### config.mk
export PLATFORM = sky130hd
export DESIGN_NAME = xcv_transceiver
export DESIGN_NICKNAME = d
export VERILOG_FILES = /design/src/shared/xcv_pkg.sv /design/src/verilog/xcv_transceiver.sv /design/src/verilog/xcv_buf.sv
export SDC_FILE = /design/constraint.sdc
export NUM_CORES = 1
export LEC_CHECK = 0
export BUFFER_PORTS_ARGS = -buffer_cell sky130_fd_sc_hd__buf_2
export CAP_MARGIN = 20
export CORE_MARGIN = 5
export CORE_UTILIZATION = 40
export DETAILED_ROUTE_END_ITERATION = 6
export PLACE_DENSITY = 0.62
export SKIP_CTS_REPAIR_TIMING = 1
export SYNTH_ARGS = -nofsm -noshare
export SYNTH_HDL_FRONTEND = slang
export SYNTH_HIERARCHICAL = 1
export SYNTH_SLANG_ARGS = --single-unit
### constraint.sdc
create_clock -name i_sys_clk -period 6.5 [get_ports i_sys_clk]
set_input_delay 0.325 -clock i_sys_clk [delete_from_list [all_inputs] [get_ports i_sys_clk]]
set_output_delay 0.325 -clock i_sys_clk [all_outputs]
set_load 0.02 [all_outputs]
### src/shared/xcv_pkg.sv
package xcv_pkg;

  ////////////////////////////////////////////////////////////////////////////
  // sizes
  localparam int XCV_DATA_W    = 18;
  localparam int XCV_DIRS      = 2;
  localparam int XCV_AB        = 0;
  localparam int XCV_BA        = 1;
  localparam int XCV_BUF_DEPTH = 2;

  ////////////////////////////////////////////////////////////////////////////
  // carriers
  typedef logic [XCV_DATA_W-1:0] xcv_word_t;

  // one direction's inputs as sampled from the pins
  typedef struct packed {
    logic      drive;
    logic      transparent;
    logic      capture_clk;
    xcv_word_t data;
  } xcv_pins_s;

  localparam int XCV_PINS_W = $bits(xcv_pins_s);

  ////////////////////////////////////////////////////////////////////////////
  // reset values
  localparam xcv_pins_s XCV_PINS_RST = '0;
  localparam xcv_word_t XCV_WORD_RST = '0;

endpackage

### src/verilog/xcv_transceiver.sv
`timescale 1ns/1ps
module xcv_transceiver #(
  parameter int DATA_W    = xcv_pkg::XCV_DATA_W,
  parameter int BUF_DEPTH = xcv_pkg::XCV_BUF_DEPTH
) (
  input  wire logic              i_sys_clk,
  input  wire logic              i_rst_n,
  input  wire logic              i_ce,
  input  wire logic              i_a_to_b_drive_enable,
  input  wire logic              i_a_to_b_transparent_ctl,
  input  wire logic              i_a_to_b_capture_clk,
  input  wire logic              i_b_to_a_drive_enable_n,
  input  wire logic              i_b_to_a_transparent_ctl,
  input  wire logic              i_b_to_a_capture_clk,
  input  wire xcv_pkg::xcv_word_t i_a,
  output xcv_pkg::xcv_word_t     o_a,
  output logic                   o_a_oe,
  input  wire xcv_pkg::xcv_word_t i_b,
  output xcv_pkg::xcv_word_t     o_b,
  output logic                   o_b_oe,
  input  wire logic              i_a_accept,
  input  wire logic              i_b_accept
);
  import xcv_pkg::*;

  ////////////////////////////////////////////////////////////////////////////
  // state
  typedef struct packed {
    xcv_pins_s [XCV_DIRS-1:0] s1;
    xcv_pins_s [XCV_DIRS-1:0] s2;
    xcv_pins_s [XCV_DIRS-1:0] s3;
    xcv_pins_s [XCV_DIRS-1:0] flt;
    xcv_word_t [XCV_DIRS-1:0] store;
    xcv_word_t [XCV_DIRS-1:0] sent;
    xcv_word_t [XCV_DIRS-1:0] out;
    logic      [XCV_DIRS-1:0] oe;
  } xcv_state_s;

  xcv_state_s                q;
  xcv_state_s                next_q;
  xcv_pins_s  [XCV_DIRS-1:0] raw;
  logic       [XCV_DIRS-1:0] push_valid;
  logic       [XCV_DIRS-1:0] push_ready;
  logic       [XCV_DIRS-1:0] pop_valid;
  logic       [XCV_DIRS-1:0] pop_ready;
  xcv_word_t  [XCV_DIRS-1:0] pop_data;

  ////////////////////////////////////////////////////////////////////////////
  // pin gathering, drive enables brought to active high
  always_comb begin
    raw[XCV_AB].drive       = i_a_to_b_drive_enable;
    raw[XCV_AB].transparent = i_a_to_b_transparent_ctl;
    raw[XCV_AB].capture_clk = i_a_to_b_capture_clk;
    raw[XCV_AB].data        = i_a;
    raw[XCV_BA].drive       = ~i_b_to_a_drive_enable_n;
    raw[XCV_BA].transparent = i_b_to_a_transparent_ctl;
    raw[XCV_BA].capture_clk = i_b_to_a_capture_clk;
    raw[XCV_BA].data        = i_b;
  end

  assign pop_ready[XCV_AB] = i_b_accept;
  assign pop_ready[XCV_BA] = i_a_accept;

  ////////////////////////////////////////////////////////////////////////////
  // per-direction path
  always_comb begin
    logic [XCV_PINS_W-1:0] agree;
    logic [XCV_PINS_W-1:0] filt;
    xcv_pins_s             nf;
    logic                  rise;
    logic                  load;
    agree  = '0;
    filt   = '0;
    nf     = XCV_PINS_RST;
    rise   = 1'b0;
    load   = 1'b0;
    next_q = q;
    for (int d = 0; d < XCV_DIRS; d++) begin
      next_q.s1[d] = raw[d];
      next_q.s2[d] = q.s1[d];
      next_q.s3[d] = q.s2[d];
      // a bit changes once stages two and three agree
      agree = ~(q.s2[d] ^ q.s3[d]);
      filt  = (q.s3[d] & agree) | (q.flt[d] & ~agree);
      nf    = xcv_pins_s'(filt);
      next_q.flt[d] = nf;
      rise  = nf.capture_clk & ~q.flt[d].capture_clk;
      // transparent follows, else only a rising edge loads
      load  = nf.transparent | rise;
      if (nf.transparent) begin
        next_q.store[d] = nf.data;
      end else if (rise) begin
        next_q.store[d] = nf.data;
      end else begin
        next_q.store[d] = q.store[d];
      end
      if (!load) begin
        next_q.store[d] = q.store[d];
      end
      // hand the stored word to the buffer once
      if (push_valid[d] && push_ready[d]) begin
        next_q.sent[d] = q.store[d];
      end
      if (pop_valid[d] && pop_ready[d]) begin
        next_q.out[d] = pop_data[d];
      end
      next_q.oe[d] = nf.drive;
    end
  end

  ////////////////////////////////////////////////////////////////////////////
  // two-entry buffer per direction
  for (genvar g = 0; g < XCV_DIRS; g++) begin : g_dir
    assign push_valid[g] = (q.store[g] != q.sent[g]);
    xcv_buf #(
      .WIDTH (DATA_W),
      .DEPTH (BUF_DEPTH)
    ) u_buf (
      .i_sys_clk   (i_sys_clk),
      .i_rst_n     (i_rst_n),
      .i_ce        (i_ce),
      .i_in_valid  (push_valid[g]),
      .o_in_ready  (push_ready[g]),
      .i_in_data   (q.store[g]),
      .o_out_valid (pop_valid[g]),
      .i_out_ready (pop_ready[g]),
      .o_out_data  (pop_data[g])
    );
  end

  ////////////////////////////////////////////////////////////////////////////
  // registers
  always_ff @(posedge i_sys_clk) begin
    if (!i_rst_n) begin
      q <= '0;
    end else if (i_ce) begin
      q <= next_q;
    end
  end

  ////////////////////////////////////////////////////////////////////////////
  // pins
  assign o_b    = q.out[XCV_AB];
  assign o_b_oe = q.oe[XCV_AB];
  assign o_a    = q.out[XCV_BA];
  assign o_a_oe = q.oe[XCV_BA];

endmodule

### src/verilog/xcv_buf.sv
`timescale 1ns/1ps
module xcv_buf #(
  parameter int WIDTH = 18,
  parameter int DEPTH = 2
) (
  input  wire logic             i_sys_clk,
  input  wire logic             i_rst_n,
  input  wire logic             i_ce,
  input  wire logic             i_in_valid,
  output logic                  o_in_ready,
  input  wire logic [WIDTH-1:0] i_in_data,
  output logic                  o_out_valid,
  input  wire logic             i_out_ready,
  output logic [WIDTH-1:0]      o_out_data
);
  import xcv_pkg::*;

  localparam int PW = (DEPTH > 1) ? $clog2(DEPTH) : 1;
  localparam int CW = $clog2(DEPTH + 1);
  localparam logic [PW-1:0] LAST = PW'(DEPTH - 1);
  localparam logic [CW-1:0] FULL = CW'(DEPTH);

  typedef struct packed {
    logic [DEPTH-1:0][WIDTH-1:0] mem;
    logic [PW-1:0]               wp;
    logic [PW-1:0]               rp;
    logic [CW-1:0]               count;
  } xcv_buf_s;

  xcv_buf_s q;
  xcv_buf_s next_q;
  logic     push;
  logic     pop;

  ////////////////////////////////////////////////////////////////////////////
  // handshake
  assign o_in_ready  = (q.count != FULL);
  assign o_out_valid = (q.count != '0);
  assign o_out_data  = q.mem[q.rp];
  assign push        = i_in_valid & o_in_ready;
  assign pop         = o_out_valid & i_out_ready;

  ////////////////////////////////////////////////////////////////////////////
  // next state
  always_comb begin
    next_q = q;
    if (push) begin
      next_q.mem[q.wp] = i_in_data;
      next_q.wp        = (q.wp == LAST) ? '0 : PW'(q.wp + 1'b1);
    end
    if (pop) begin
      next_q.rp = (q.rp == LAST) ? '0 : PW'(q.rp + 1'b1);
    end
    next_q.count = CW'(q.count + CW'(push) - CW'(pop));
  end

  always_ff @(posedge i_sys_clk) begin
    if (!i_rst_n) begin
      q <= '0;
    end else if (i_ce) begin
      q <= next_q;
    end
  end

endmodule

Word level (Yosys, flattened, before mapping)
Cells that the tools add are included.

operators by class
  add/subtract/negate cells = 8
  multipliers = 0
  div/mod/pow operators = 0
  $lt $le $gt $ge = 6
  equal/unequal tests = 4
  shifts and indexed selects = 0
  mux-type cells = 18
  bitwise logic cells = 23
  reduce and logical (&&, ||, !) cells = 20

operators by type and width
  cell                   number
  $mux W18               10
  $and A21 B21 Y21       4
  $not A21 Y21           4
  $bwmux W36             2
  $or A21 B21 Y21        2
  $xor A21 B21 Y21       2
  $demux W18 S1          2
  $ne A18 B18 Y1         2
  $reduce_and A2 Y1      8
  $lt A1 B2 Y1 const B   4
  $reduce_bool A2 Y1     4
  $and A1 B1 Y1          6
  $logic_and A1 B1 Y1    6
  $reduce_and A3 Y1      2
  $add A1 B1 Y1 const B  4
  $add A2 B1 Y2          2
  $mux W1                4
  $ne A2 B2 Y1 const B   2
  $sub A2 B1 Y2          2
  $not A1 Y1             3
  $ge A1 B1 Y1 const B   2
  $or A1 B1 Y1           2

storage, ports and cells
  bits in registers = 358
  latch bits = 0
  memory bits (writable) = 0
  bits in read-only memories = 0
  bits of input ports = 47
  output and inout bits = 38
  word-level logic and storage cells = 128
  memories kept = 0

Logic depth before layout (Yosys ltp)
Gate-level depths: netlist of run 1.

  depth after elaboration = 8
  depth in mapped cells = 12
  mapped depth without buffers = 11

Modules after synthesis
The synthesis of run 1 kept the hierarchy.

modules (own cells, without submodules)
  module           instances  cells each  area each (µm²)  seq. area each (µm²)
  xcv_transceiver  1          1395        12700.9          5525.3
  xcv_buf          2          182         1815.5           800.8

Least setup slack after synthesis of run 1
Ideal clock, no wire load.

  kind = register -> register
  start point = register q[88] (netlist name)
  end point = register g_dir[0].u_buf/q[1] (netlist name)
  setup time = 0.118 ns
  arrival = 2.054 ns
  required time = 6.382 ns
  path slack = 4.327 ns
  cell stages (with the launch flop) = 13
  path buffers = 1
  period minus slack after synthesis = 2.173 ns
  cells stage by stage = dfxtp_1 xnor2_1 nand4_2 or2_1 buf_6 nand2b_1 nand2_1 ha_1 inv_1 ha_1 xor2_1 nand2_1 mux2i_1

between the ends
  cells in the longest elaborated chain, start to end = 4

ends and longest elaborated chain
  item                      RTL line                text
  start: declaration        xcv_transceiver.sv:39   xcv_state_s q;
  start signal: assignment  xcv_transceiver.sv:137  q <= next_q;
  $ne A18 B18 Y1            xcv_transceiver.sv:114  assign push_valid[g] = (q.store[g] != q.sent[g]);
  via push_valid[0]         xcv_transceiver.sv:42   logic [XCV_DIRS-1:0] push_valid;
  $and A1 B1 Y1             xcv_buf.sv:40           assign push = i_in_valid & o_in_ready;
  $add A2 B1 Y2             xcv_buf.sv:54           next_q.count = CW'(q.count + CW'(push) - CW'(pop));
  $sub A2 B1 Y2             xcv_buf.sv:54
  end signal: assignment    xcv_buf.sv:61           q <= next_q;
  end: declaration          xcv_buf.sv:30           xcv_buf_s q;

The timed path passes the listed nets, and every way through them passes these cells.
A chain may end at the register's enable or synchronous reset.

Worst setup path in the final report of run 1
  start point = register q[77] (netlist name)
  end point = register g_dir[0].u_buf/q[1] (netlist name)

The elaborated chain is that of the path after synthesis.

==> flow_metrics.py, run 1 <==
metrics = {
    "detailed_routing": {
        "ant_nets": 0,
        "drt-total-wl_microns": 33300,
        "vias_per_cell": 4.95,
        "drc": 0,
        "vias": 11400,
        "wire_per_inst_microns": 14.4,
        "dr.pass1.iters": 5,
        "drtIter0Drc": 629,
    },
    "timing": {
        "final_hold_viol_count": 0,
        "timing.final.crit_share_pct": 47.1,
        "worstMarginPinSlew_ps": 1060,
        "fin_crit_ps": 3060,
        "maxClockFrequency_mhz": 326,
        "rsz0062_at_grt": "false",
        "finalSetupTns_ps": 0,
        "drv_slew": 0,
        "slew_headroom_pct": 29.5,
        "fin_worst_skew_ps": 14.9,
        "finalSetupViolCount": 0,
    },
    "global_route": {
        "track_usage_pct": 14.4,
        "globalRoute.totalOverflow": 0,
        "grt_pass1_wl_microns": 55300,
        "antenna_found_initial": 0,
        "grt_max_degree": 188,
        "grt_pass1_vias": 10700,
    },
    "power_and_ir_drop": {
        "switching_share_pct": 21.7,
        "vdd.ir_drop.worst_mv": 0.129,
        "switching_power_uw": 1020,
        "p_leak_uw": 0.00782,
        "power_density_nw_per_um2": 261,
        "p_int_uw": 3690,
        "power_frac_comb_pct": 4.3,
        "seq_power_share_pct": 47.6,
        "pwr-share-clk_pct": 48.2,
    },
    "run": {
        "cap_violations": 0,
    },
    "logic_synthesis": {
        "synth.net_count": 1810,
        "synth_xor_area_share_pct": 2.15,
        "synth_mux_area_share_pct": 16.9,
        "ys_seq_area_share_pct": 43.6,
        "postSynth.asyncResetShare_pct": 0,
        "ys.flop_type": "dfxtp_1",
        "synth_fa_ha_area_share_pct": 2.51,
        "synth-edff-count": 0,
        "synth-simple-area-share_pct": 19.3,
        "yosysUniqueCellTypes": 41,
        "yosysWarnings": 6,
        "synth-compound-area-share_pct": 10.0,
        "syn_area_sq_um": 16300,
        "synth_cells": 1759,
        "synth-seq-cells": 356,
        "synth_top_family_by_area": "simple AND/OR/NAND/NOR gates",
        "synth_area_per_cell_sq_um": 9.28,
    },
    "worst_setup_path": {
        "critical-path-slowest-cell": "or2_1",
        "crit_required_ps": 6930,
        "critPathTopFamily": "simple AND/OR/NAND/NOR gates",
        "cp_num_buf_inv": 1,
        "end_kind": "flop",
        "path_common_cell": "nand2_1",
        "rrSetupSlack_ps": 3440,
        "crit_path_start_kind": "flop",
        "cp.arrival_ps": 3490,
        "worst-path-max-fanout": 19,
        "worstPathCellList": "xnor2_1, nand2_1, or2_1, nand2b_1, nand2_1, ha_1, inv_1, ha_1, xor2_1, nand2_1, mux2i_1",
        "worstSetupPathType": "reg2reg",
        "cpPeakStageDelay_ps": 800,
    },
    "clock_tree": {
        "cts_tree": "yes",
        "root_buffer": "clkbuf_16",
        "clockBufferDepth": 3,
        "cts_made_buffers": 40,
        "clock_sinks": 356,
        "clk_latency_ps": 540,
        "htree_levels": 2,
        "path_clk_slew_ps": 60,
    },
    "min_path": {
        "hold_class": "in2reg",
    },
    "cells_and_area": {
        "drive_gt1_share_pct": 12.7,
        "final_area_sq_um": 18000,
        "nNetsFinal": 1795,
        "antennaDiodeCount": 0,
        "syn_to_final_growth_pct": 10.4,
    },
    "placement": {
        "hpwl_microns": 21000,
        "placed_cell_area_sq_um": 16600,
        "place_congestion": 0.779,
        "portBuffers": 84,
    },
    "floorplan": {
        "die_height_microns": 212,
        "rows": 74,
        "die_area_sq_um": 45000,
        "core_sq_um": 40600,
        "die_x_microns": 212,
        "initial_core_util_pct": 40.2,
        "ios": 85,
    },
    "status": {
        "status": "completed",
    },
}
==> path summary, 6_finish.rpt <==
kind                                start                   end  cells past startpoint
setup reg to reg                    q[77]   g_dir[0].u_buf/q[1]                     11
setup / recovery                    q[77]   g_dir[0].u_buf/q[1]                     11
hold reg to reg      g_dir[1].u_buf/q[18]  g_dir[1].u_buf/q[18]                      2
hold / removal    i_b_to_a_drive_enable_n           next_q[235]                      3
==> final cells by class <==
type / instances / area [sq um]
Sequential cell: 356 / 7130
Timing Repair Buffer: 95 / 563
Inverter: 5 / 18.8
Tap cell: 532 / 666
Clock inverter: 12 / 148
Clock buffer: 59 / 1190
Multi-Input combinational cell: 1246 / 8320
Fill cell: 3923 / 22600
==> registers in the layout, indices dropped and copies added (netlist names), named ones only <==
signal         count
next_q            84
q                154
o_b               18
g_dir.u_buf/q     80
o_a               18
==> worst reg2reg max path, delay by kind of cell (launching register included) <==
kind | cells | cell delay [ps]
buf+inv | 1 | 50
xor+xnor | 2 | 280
mux | 1 | 150
flops | 1 | 340
simple gates | 5 | 1710
fa+ha+maj | 2 | 420
==> cell usage in the layout (no fill, tap or decap), types with 38 or more instances in the layout <==
cell type	netlist	layout
nand2_1	304	304
nor2_1	72	72
and3_1	38	38
nor2b_1	127	127
o21ai_0	43	43
xnor2_1	38	38
a21oi_1	54	54
dfxtp_1	356	356
buf_2	38	82
mux2i_1	236	236
a21boi_0	77	77
a21o_1	41	41
clkbuf_16	0	41
==> cell usage after synthesis, types with 3 or more instances <==
cell type | count | share of area [%]
nor2b_1 | 127 | 4.9
o211ai_1 | 4 | 0.18
o21ai_0 | 43 | 1.3
nor3_1 | 38 | 1.2
buf_6 | 10 | 0.69
mux2_2 | 36 | 2.5
and3_1 | 38 | 1.5
nor3b_1 | 36 | 1.7
clkbuf_1 | 59 | 1.4
ha_1 | 4 | 0.31
buf_4 | 40 | 1.8
xnor2_1 | 38 | 2.0
nand2b_1 | 4 | 0.15
buf_1 | 3 | 0.069
nand4_1 | 8 | 0.31
a21oi_1 | 54 | 1.7
buf_2 | 38 | 1.2
and2_1 | 7 | 0.27
a21boi_0 | 77 | 3.5
inv_1 | 5 | 0.11
mux2i_1 | 236 | 14
a21o_1 | 41 | 1.9
maj3_1 | 36 | 2.2
a21oi_2 | 18 | 0.97
o21a_1 | 3 | 0.14
nor2_1 | 72 | 1.7
nand2_1 | 304 | 7.0
dfxtp_1 | 356 | 44
==> power by group through the flow <==
| stage | Sequential (uW) | Combinational, uW | Clock (uW) |
|---|---|---|---|
| 2_1_floorplan | 2280 | 160 | 0 |
| 3_3_place_gp | 2290 | 195 | 0 |
| 3_5_place_dp | 2290 | 199 | 0 |
| 4_1_cts | 2240 | 199 | 2350 |
| 5_1_grt | 2250 | 222 | 2440 |
| 6_report | 2240 | 201 | 2270 |
==> through the flow <==
| step | std cells | hold WS, ps | utilization [%] | worst slack [ps] | total power, uW |
|---|---|---|---|---|---|
| CTS | 2303 | 18.2 | 44.2 | 3440 | 4790 |
| detailed placement | 2232 | 445 | 40.9 | 3440 | 2490 |
| finish | 2305 | 48.9 | 44.4 | 3440 | 4710 |
| global placement | 2232 | 440 | 40.9 | 3480 | 2480 |
| floorplan | 1759 | 432 | - | 4330 | 2440 |
| global route | 2305 | 44.9 | 44.4 | 3190 | 4910 |
==> cell families after synthesis <==
group / count (synthesis)
simple gates: 648
compound gates: 246
buf+inv: 157
xor+xnor: 40
mux: 272
flops: 356
fa+ha+maj: 40
==> metal layers <==
metal  up-vias  wire length [microns]  GRT usage [%]
met2       179                  13300           20.6
met1      5291                  17800           22.4
met4         0                    625           3.53
li1       5899                      -              -
met5         -                      0              0
met3        52                   1570           2.61
Note: power is estimated with default switching activity, not from simulation.
==> run 2, diff against run 1 <==
Settings changed: PLACE_DENSITY 0.62 to 0.64.
Clock period 6.5 ns to 2.59 ns, I/O delays scaled along.
==> run 2 against run 1 <==
Fmax up 46%; wire length up 4.4%; via count up 3.8%; critical path type unchanged.
==> flow_metrics.py, run 2 (synthesis gave the netlist of run 1 again) <==
metrics = {
    "worst_setup_path": {
        "cpPeakStageDelay_ps": 390,
        "critical-path-slowest-cell": "dfxtp_1",
        "timing.rr.start": "q[78]",
        "critPathTopFamily": "simple AND/OR/NAND/NOR gates",
        "worstPathCellList": "xnor2_1, nand4_2, or2_1, nand2b_1, nand2_1, ha_1, inv_1, ha_1, xor2_1, nand2_1, mux2i_1",
        "worst-path-max-fanout": 4,
        "cp.arrival_ps": 2500,
        "end_kind": "flop",
        "cp_num_buf_inv": 1,
        "crit_required_ps": 3000,
        "rrSetupSlack_ps": 490,
        "rr_worst_depth": 11,
        "worstSetupPathType": "reg2reg",
        "crit_path_start_kind": "flop",
        "rr_endpoint": "g_dir[0].u_buf/q[1]",
    },
    "cells_and_area": {
        "final_cell_mix": "dfxtp_1, nand2_1, mux2i_1",
        "syn_to_final_growth_pct": 13.3,
        "max_flop_register": "q",
        "final_common_cell": "dfxtp_1",
        "antennaDiodeCount": 0,
        "final_area_sq_um": 18500,
        "nNetsFinal": 1855,
        "largest_register_ffs": 154,
        "drive_gt1_share_pct": 13.0,
    },
    "detailed_routing": {
        "drt-total-wl_microns": 34700,
        "vias": 11900,
        "ant_nets": 0,
        "wire_per_inst_microns": 14.7,
        "vias_per_cell": 5.02,
        "drtIter0Drc": 612,
        "dr.pass1.iters": 5,
        "drc": 0,
    },
    "run": {
        "cap_violations": 0,
    },
    "placement": {
        "portBuffers": 84,
        "place_congestion": 0.738,
        "placed_cell_area_sq_um": 16800,
        "hpwl_microns": 22400,
        "dp_slack_ps": 482,
    },
    "floorplan": {
        "die_height_microns": 212,
        "die_x_microns": 212,
        "ios": 85,
        "rows": 74,
        "die_area_sq_um": 45000,
        "core_sq_um": 40600,
        "initial_core_util_pct": 40.2,
    },
    "clock_tree": {
        "clk_latency_ps": 520,
        "htree_levels": 2,
        "clockBufferDepth": 3,
        "root_buffer": "clkbuf_16",
        "clock_sinks": 356,
        "path_clk_slew_ps": 60,
        "cts_made_buffers": 40,
        "cts_tree": "yes",
    },
    "timing": {
        "fin_worst_skew_ps": 14.0,
        "rsz0062_at_grt": "false",
        "maxClockFrequency_mhz": 477,
        "drv_slew": 0,
        "timing.final.crit_share_pct": 80.9,
        "worstMarginPinSlew_ps": 773,
        "slew_headroom_pct": 48.4,
        "fin_crit_ps": 2100,
        "finalSetupTns_ps": 0,
        "worst_slack_ps": 494,
        "final_hold_viol_count": 0,
        "finalSetupViolCount": 0,
    },
    "global_route": {
        "grt_pass1_wl_microns": 57200,
        "track_usage_pct": 15.0,
        "globalRoute.totalOverflow": 0,
        "grt_pass1_vias": 11200,
        "antenna_found_initial": 0,
        "grt_max_degree": 87,
    },
    "power_and_ir_drop": {
        "p_leak_uw": 0.00804,
        "power_density_nw_per_um2": 624,
        "vdd.ir_drop.worst_mv": 0.378,
    },
    "min_path": {
        "whs_path_depth": 2,
        "hold_class": "in2reg",
        "min-delay-start": "i_rst_n",
        "whs_endpoint": "o_b[12]",
    },
    "status": {
        "status": "completed",
    },
}
run 2: report_power, final:
part	total (uW)	switching (uW)	leakage, uW	internal [uW]
Clock	5360	2150	0.000606	3210
Sequential	5620	67.5	0.00288	5560
Combinational	571	299	0.00456	272
run 2: worst max path at each step:
stage / to / start / slack, ps / depth (start not counted)
2_1_floorplan: g_dir[0].u_buf/q[1] / q[88] / 420 / 12
3_3_place_gp: g_dir[0].u_buf/q[1] / q[78] / 530 / 11
3_5_place_dp: g_dir[1].u_buf/q[1] / q[100] / 480 / 11
4_1_cts: g_dir[1].u_buf/q[1] / q[100] / 470 / 11
5_1_grt: g_dir[1].u_buf/q[1] / q[104] / 300 / 11
6_report: g_dir[0].u_buf/q[1] / q[78] / 490 / 11
run 2: layout make-up:
class / count / area (sq um)
multi-input cells: 1246 / 8320
flip-flops and latches: 356 / 7130
clock buffers: 57 / 1170
well taps: 532 / 666
repair buffers: 155 / 1130
fillers: 3942 / 22100
clock inverters: 8 / 73.8
inverters: 5 / 18.8
run 2: per-layer routing:
metal / GRT usage [%] / share of wire, % / up-vias
met2: 22.1 / 42 / 193
li1: - / - / 6017
met4: 3.44 / 1.6 / 0
met1: 23.0 / 52 / 5600
met3: 2.60 / 4.4 / 43
met5: 0 / 0 / -
run 2: metrics by stage:
step                      cells  total power (uW)  util (%)  hold WS [ps]
after floorplan            1759              6120         -           281
after CTS                  2317             11700      44.5          -158
final                      2359             11600      45.5          58.9
after detailed placement   2252              6270      41.4           396
after global routing       2359             12000      45.5          80.2
after global placement     2252              6250      41.4           387
==> run 3, diff against run 2 <==
Clock period 2.59 ns to 1.7 ns, I/O delays scaled along.
==> run 3 against run 2 <==
The flow now finishes with violations (setup timing); flip-flop and latch count did not move; design area rose by 5.0%; clock skew rose by 11 ps; first-iteration DRC count fell by 21%; combinational power rose by 67%; non-clock buffer count rose by 64; die area did not move; total power rose by 56%; critical path depth did not move; wire length rose by 2.7%.
==> flow_metrics.py, run 3 (synthesis gave the netlist of run 1 again) <==
metrics = {
    "timing": {
        "finalSetupTns_ps": -7890,
        "finalSetupViolCount": 112,
        "rsz0062_at_grt": "true",
        "timing.final.crit_share_pct": 114,
        "fin_crit_ps": 1940,
        "worst_slack_ps": -244,
        "final_hold_viol_count": 0,
        "drv_slew": 0,
        "slew_headroom_pct": 67.4,
        "maxClockFrequency_mhz": 514,
        "worstMarginPinSlew_ps": 489,
        "fin_worst_skew_ps": 24.6,
    },
    "detailed_routing": {
        "dr.pass1.iters": 5,
        "drtIter0Drc": 484,
        "drc": 0,
        "wire_per_inst_microns": 14.7,
        "vias_per_cell": 4.97,
        "drt-total-wl_microns": 35700,
        "vias": 12100,
        "ant_nets": 0,
    },
    "floorplan": {
        "die_area_sq_um": 45000,
        "initial_core_util_pct": 40.2,
        "die_height_microns": 212,
        "rows": 74,
        "ios": 85,
        "die_x_microns": 212,
        "core_sq_um": 40600,
    },
    "cells_and_area": {
        "nNetsFinal": 1918,
        "fillCellCount": 3780,
        "final_common_cell": "dfxtp_1",
        "syn_to_final_growth_pct": 18.9,
        "largest_register_ffs": 154,
        "drive_gt1_share_pct": 18.3,
        "max_flop_register": "q",
        "multiInputGateArea_sq_um": 8550,
        "final_cell_mix": "dfxtp_1, nand2_1, mux2i_1",
        "seqCellArea_sq_um": 7150,
        "antennaDiodeCount": 0,
        "final_cells": 2425,
    },
    "power_and_ir_drop": {
        "p_leak_uw": 0.00849,
        "power_frac_comb_pct": 5.3,
        "vdd.ir_drop.worst_mv": 0.589,
        "switching_share_pct": 22.0,
        "p_int_uw": 14000,
        "power_density_nw_per_um2": 926,
        "switching_power_uw": 3950,
        "seq_power_share_pct": 47.6,
        "pwr-share-clk_pct": 47.1,
    },
    "worst_setup_path": {
        "worstSetupPathType": "reg2reg",
        "crit_path_start_kind": "flop",
        "cp.arrival_ps": 2390,
        "worst-path-max-fanout": 2,
        "end_kind": "flop",
        "crit_required_ps": 2150,
    },
    "global_route": {
        "globalRoute.totalOverflow": 0,
        "track_usage_pct": 15.5,
        "grt_max_degree": 73,
        "grt_pass1_wl_microns": 58800,
        "grt_pass1_vias": 11700,
        "antenna_found_initial": 0,
    },
    "clock_tree": {
        "path_clk_slew_ps": 60,
        "htree_levels": 2,
        "clk_latency_ps": 560,
        "clock_sinks": 356,
        "cts_tree": "yes",
        "cts_made_buffers": 39,
        "clockBufferDepth": 3,
        "root_buffer": "clkbuf_16",
    },
    "status": {
        "status": "finished, violations left",
        "violations": "setup timing",
    },
    "placement": {
        "place_congestion": 0.780,
        "portBuffers": 84,
        "hpwl_microns": 23200,
        "dpl.cell_count": 2307,
    },
    "run": {
        "cap_violations": 0,
    },
    "min_path": {
        "hold_class": "in2reg",
    },
}
run 3: cell types whose count changed in the layout (fill, tap and decap cells not counted), sizes merged, moves of 3 or more:
cell         before  now
clkinv            5    9
bufinv            1    4
buf             113  172
clkbuf           57   54
dlygate4sd3      42   45
run 3: worst paths after layout:
kind / startpoint / end / slack (ps) / cells past startpoint
min: i_b_accept / g_dir[0].u_buf/q[2] / 10 / 4
max: q[54] / g_dir[0].u_buf/q[1] / -240 / 11
min reg2reg: g_dir[1].u_buf/q[18] / g_dir[1].u_buf/q[18] / 450 / 2
max reg2reg: q[54] / g_dir[0].u_buf/q[1] / -240 / 11
run 3: critical path: stages, from the launching register on:
cell      delay [ps]
dfxtp_1          370
xnor2_2          120
nand4_1          200
nor3_4           300
nand2b_4         100
nand2_4           80
ha_4             190
inv_4             50
ha_4             120
xor2_1           130
nand2_1           80
mux2i_1          120
run 3: final cells by class:
class	instances	share of cell area, %
Clock buffer	52	5.59
Tap cell	532	3.43
Timing Repair Buffer	219	9.05
Clock inverter	15	1.01
Multi-Input combinational cell	1246	44.0
Sequential cell	356	36.8
Inverter	5	0.122
run 3: power by group through the flow:
stage	Combinational (uW)	Sequential (uW)	Clock, uW
2_1_floorplan	613	8710	0
3_3_place_gp	834	8740	0
3_5_place_dp	850	8750	0
4_1_cts	852	8560	8720
5_1_grt	1040	8570	9080
6_report	953	8560	8470
run 3: metal layers:
layer	track usage [%]	routed length, microns	vias to the layer above
met5	0	0	-
met4	3.98	594	0
met3	3.64	1750	46
met2	23.2	15200	205
met1	22.5	18200	5653
li1	-	-	6153
run 3: per-stage QoR:
| stage | hold WS, ps | util (%) | instance area, sq um | setup slack (ps) | total power [uW] |
|---|---|---|---|---|---|
| final | 10.7 | 47.8 | 19400 | -244 | 18000 |
| after global placement | 340 | 42.9 | 17400 | -315 | 9570 |
| after floorplan | 237 | - | 16400 | -399 | 9320 |
| after detailed placement | 351 | 42.9 | 17400 | -326 | 9600 |
| after CTS | -246 | 46.0 | 18700 | -319 | 18100 |
| after global routing | 6.76 | 47.8 | 19400 | -392 | 18700 |
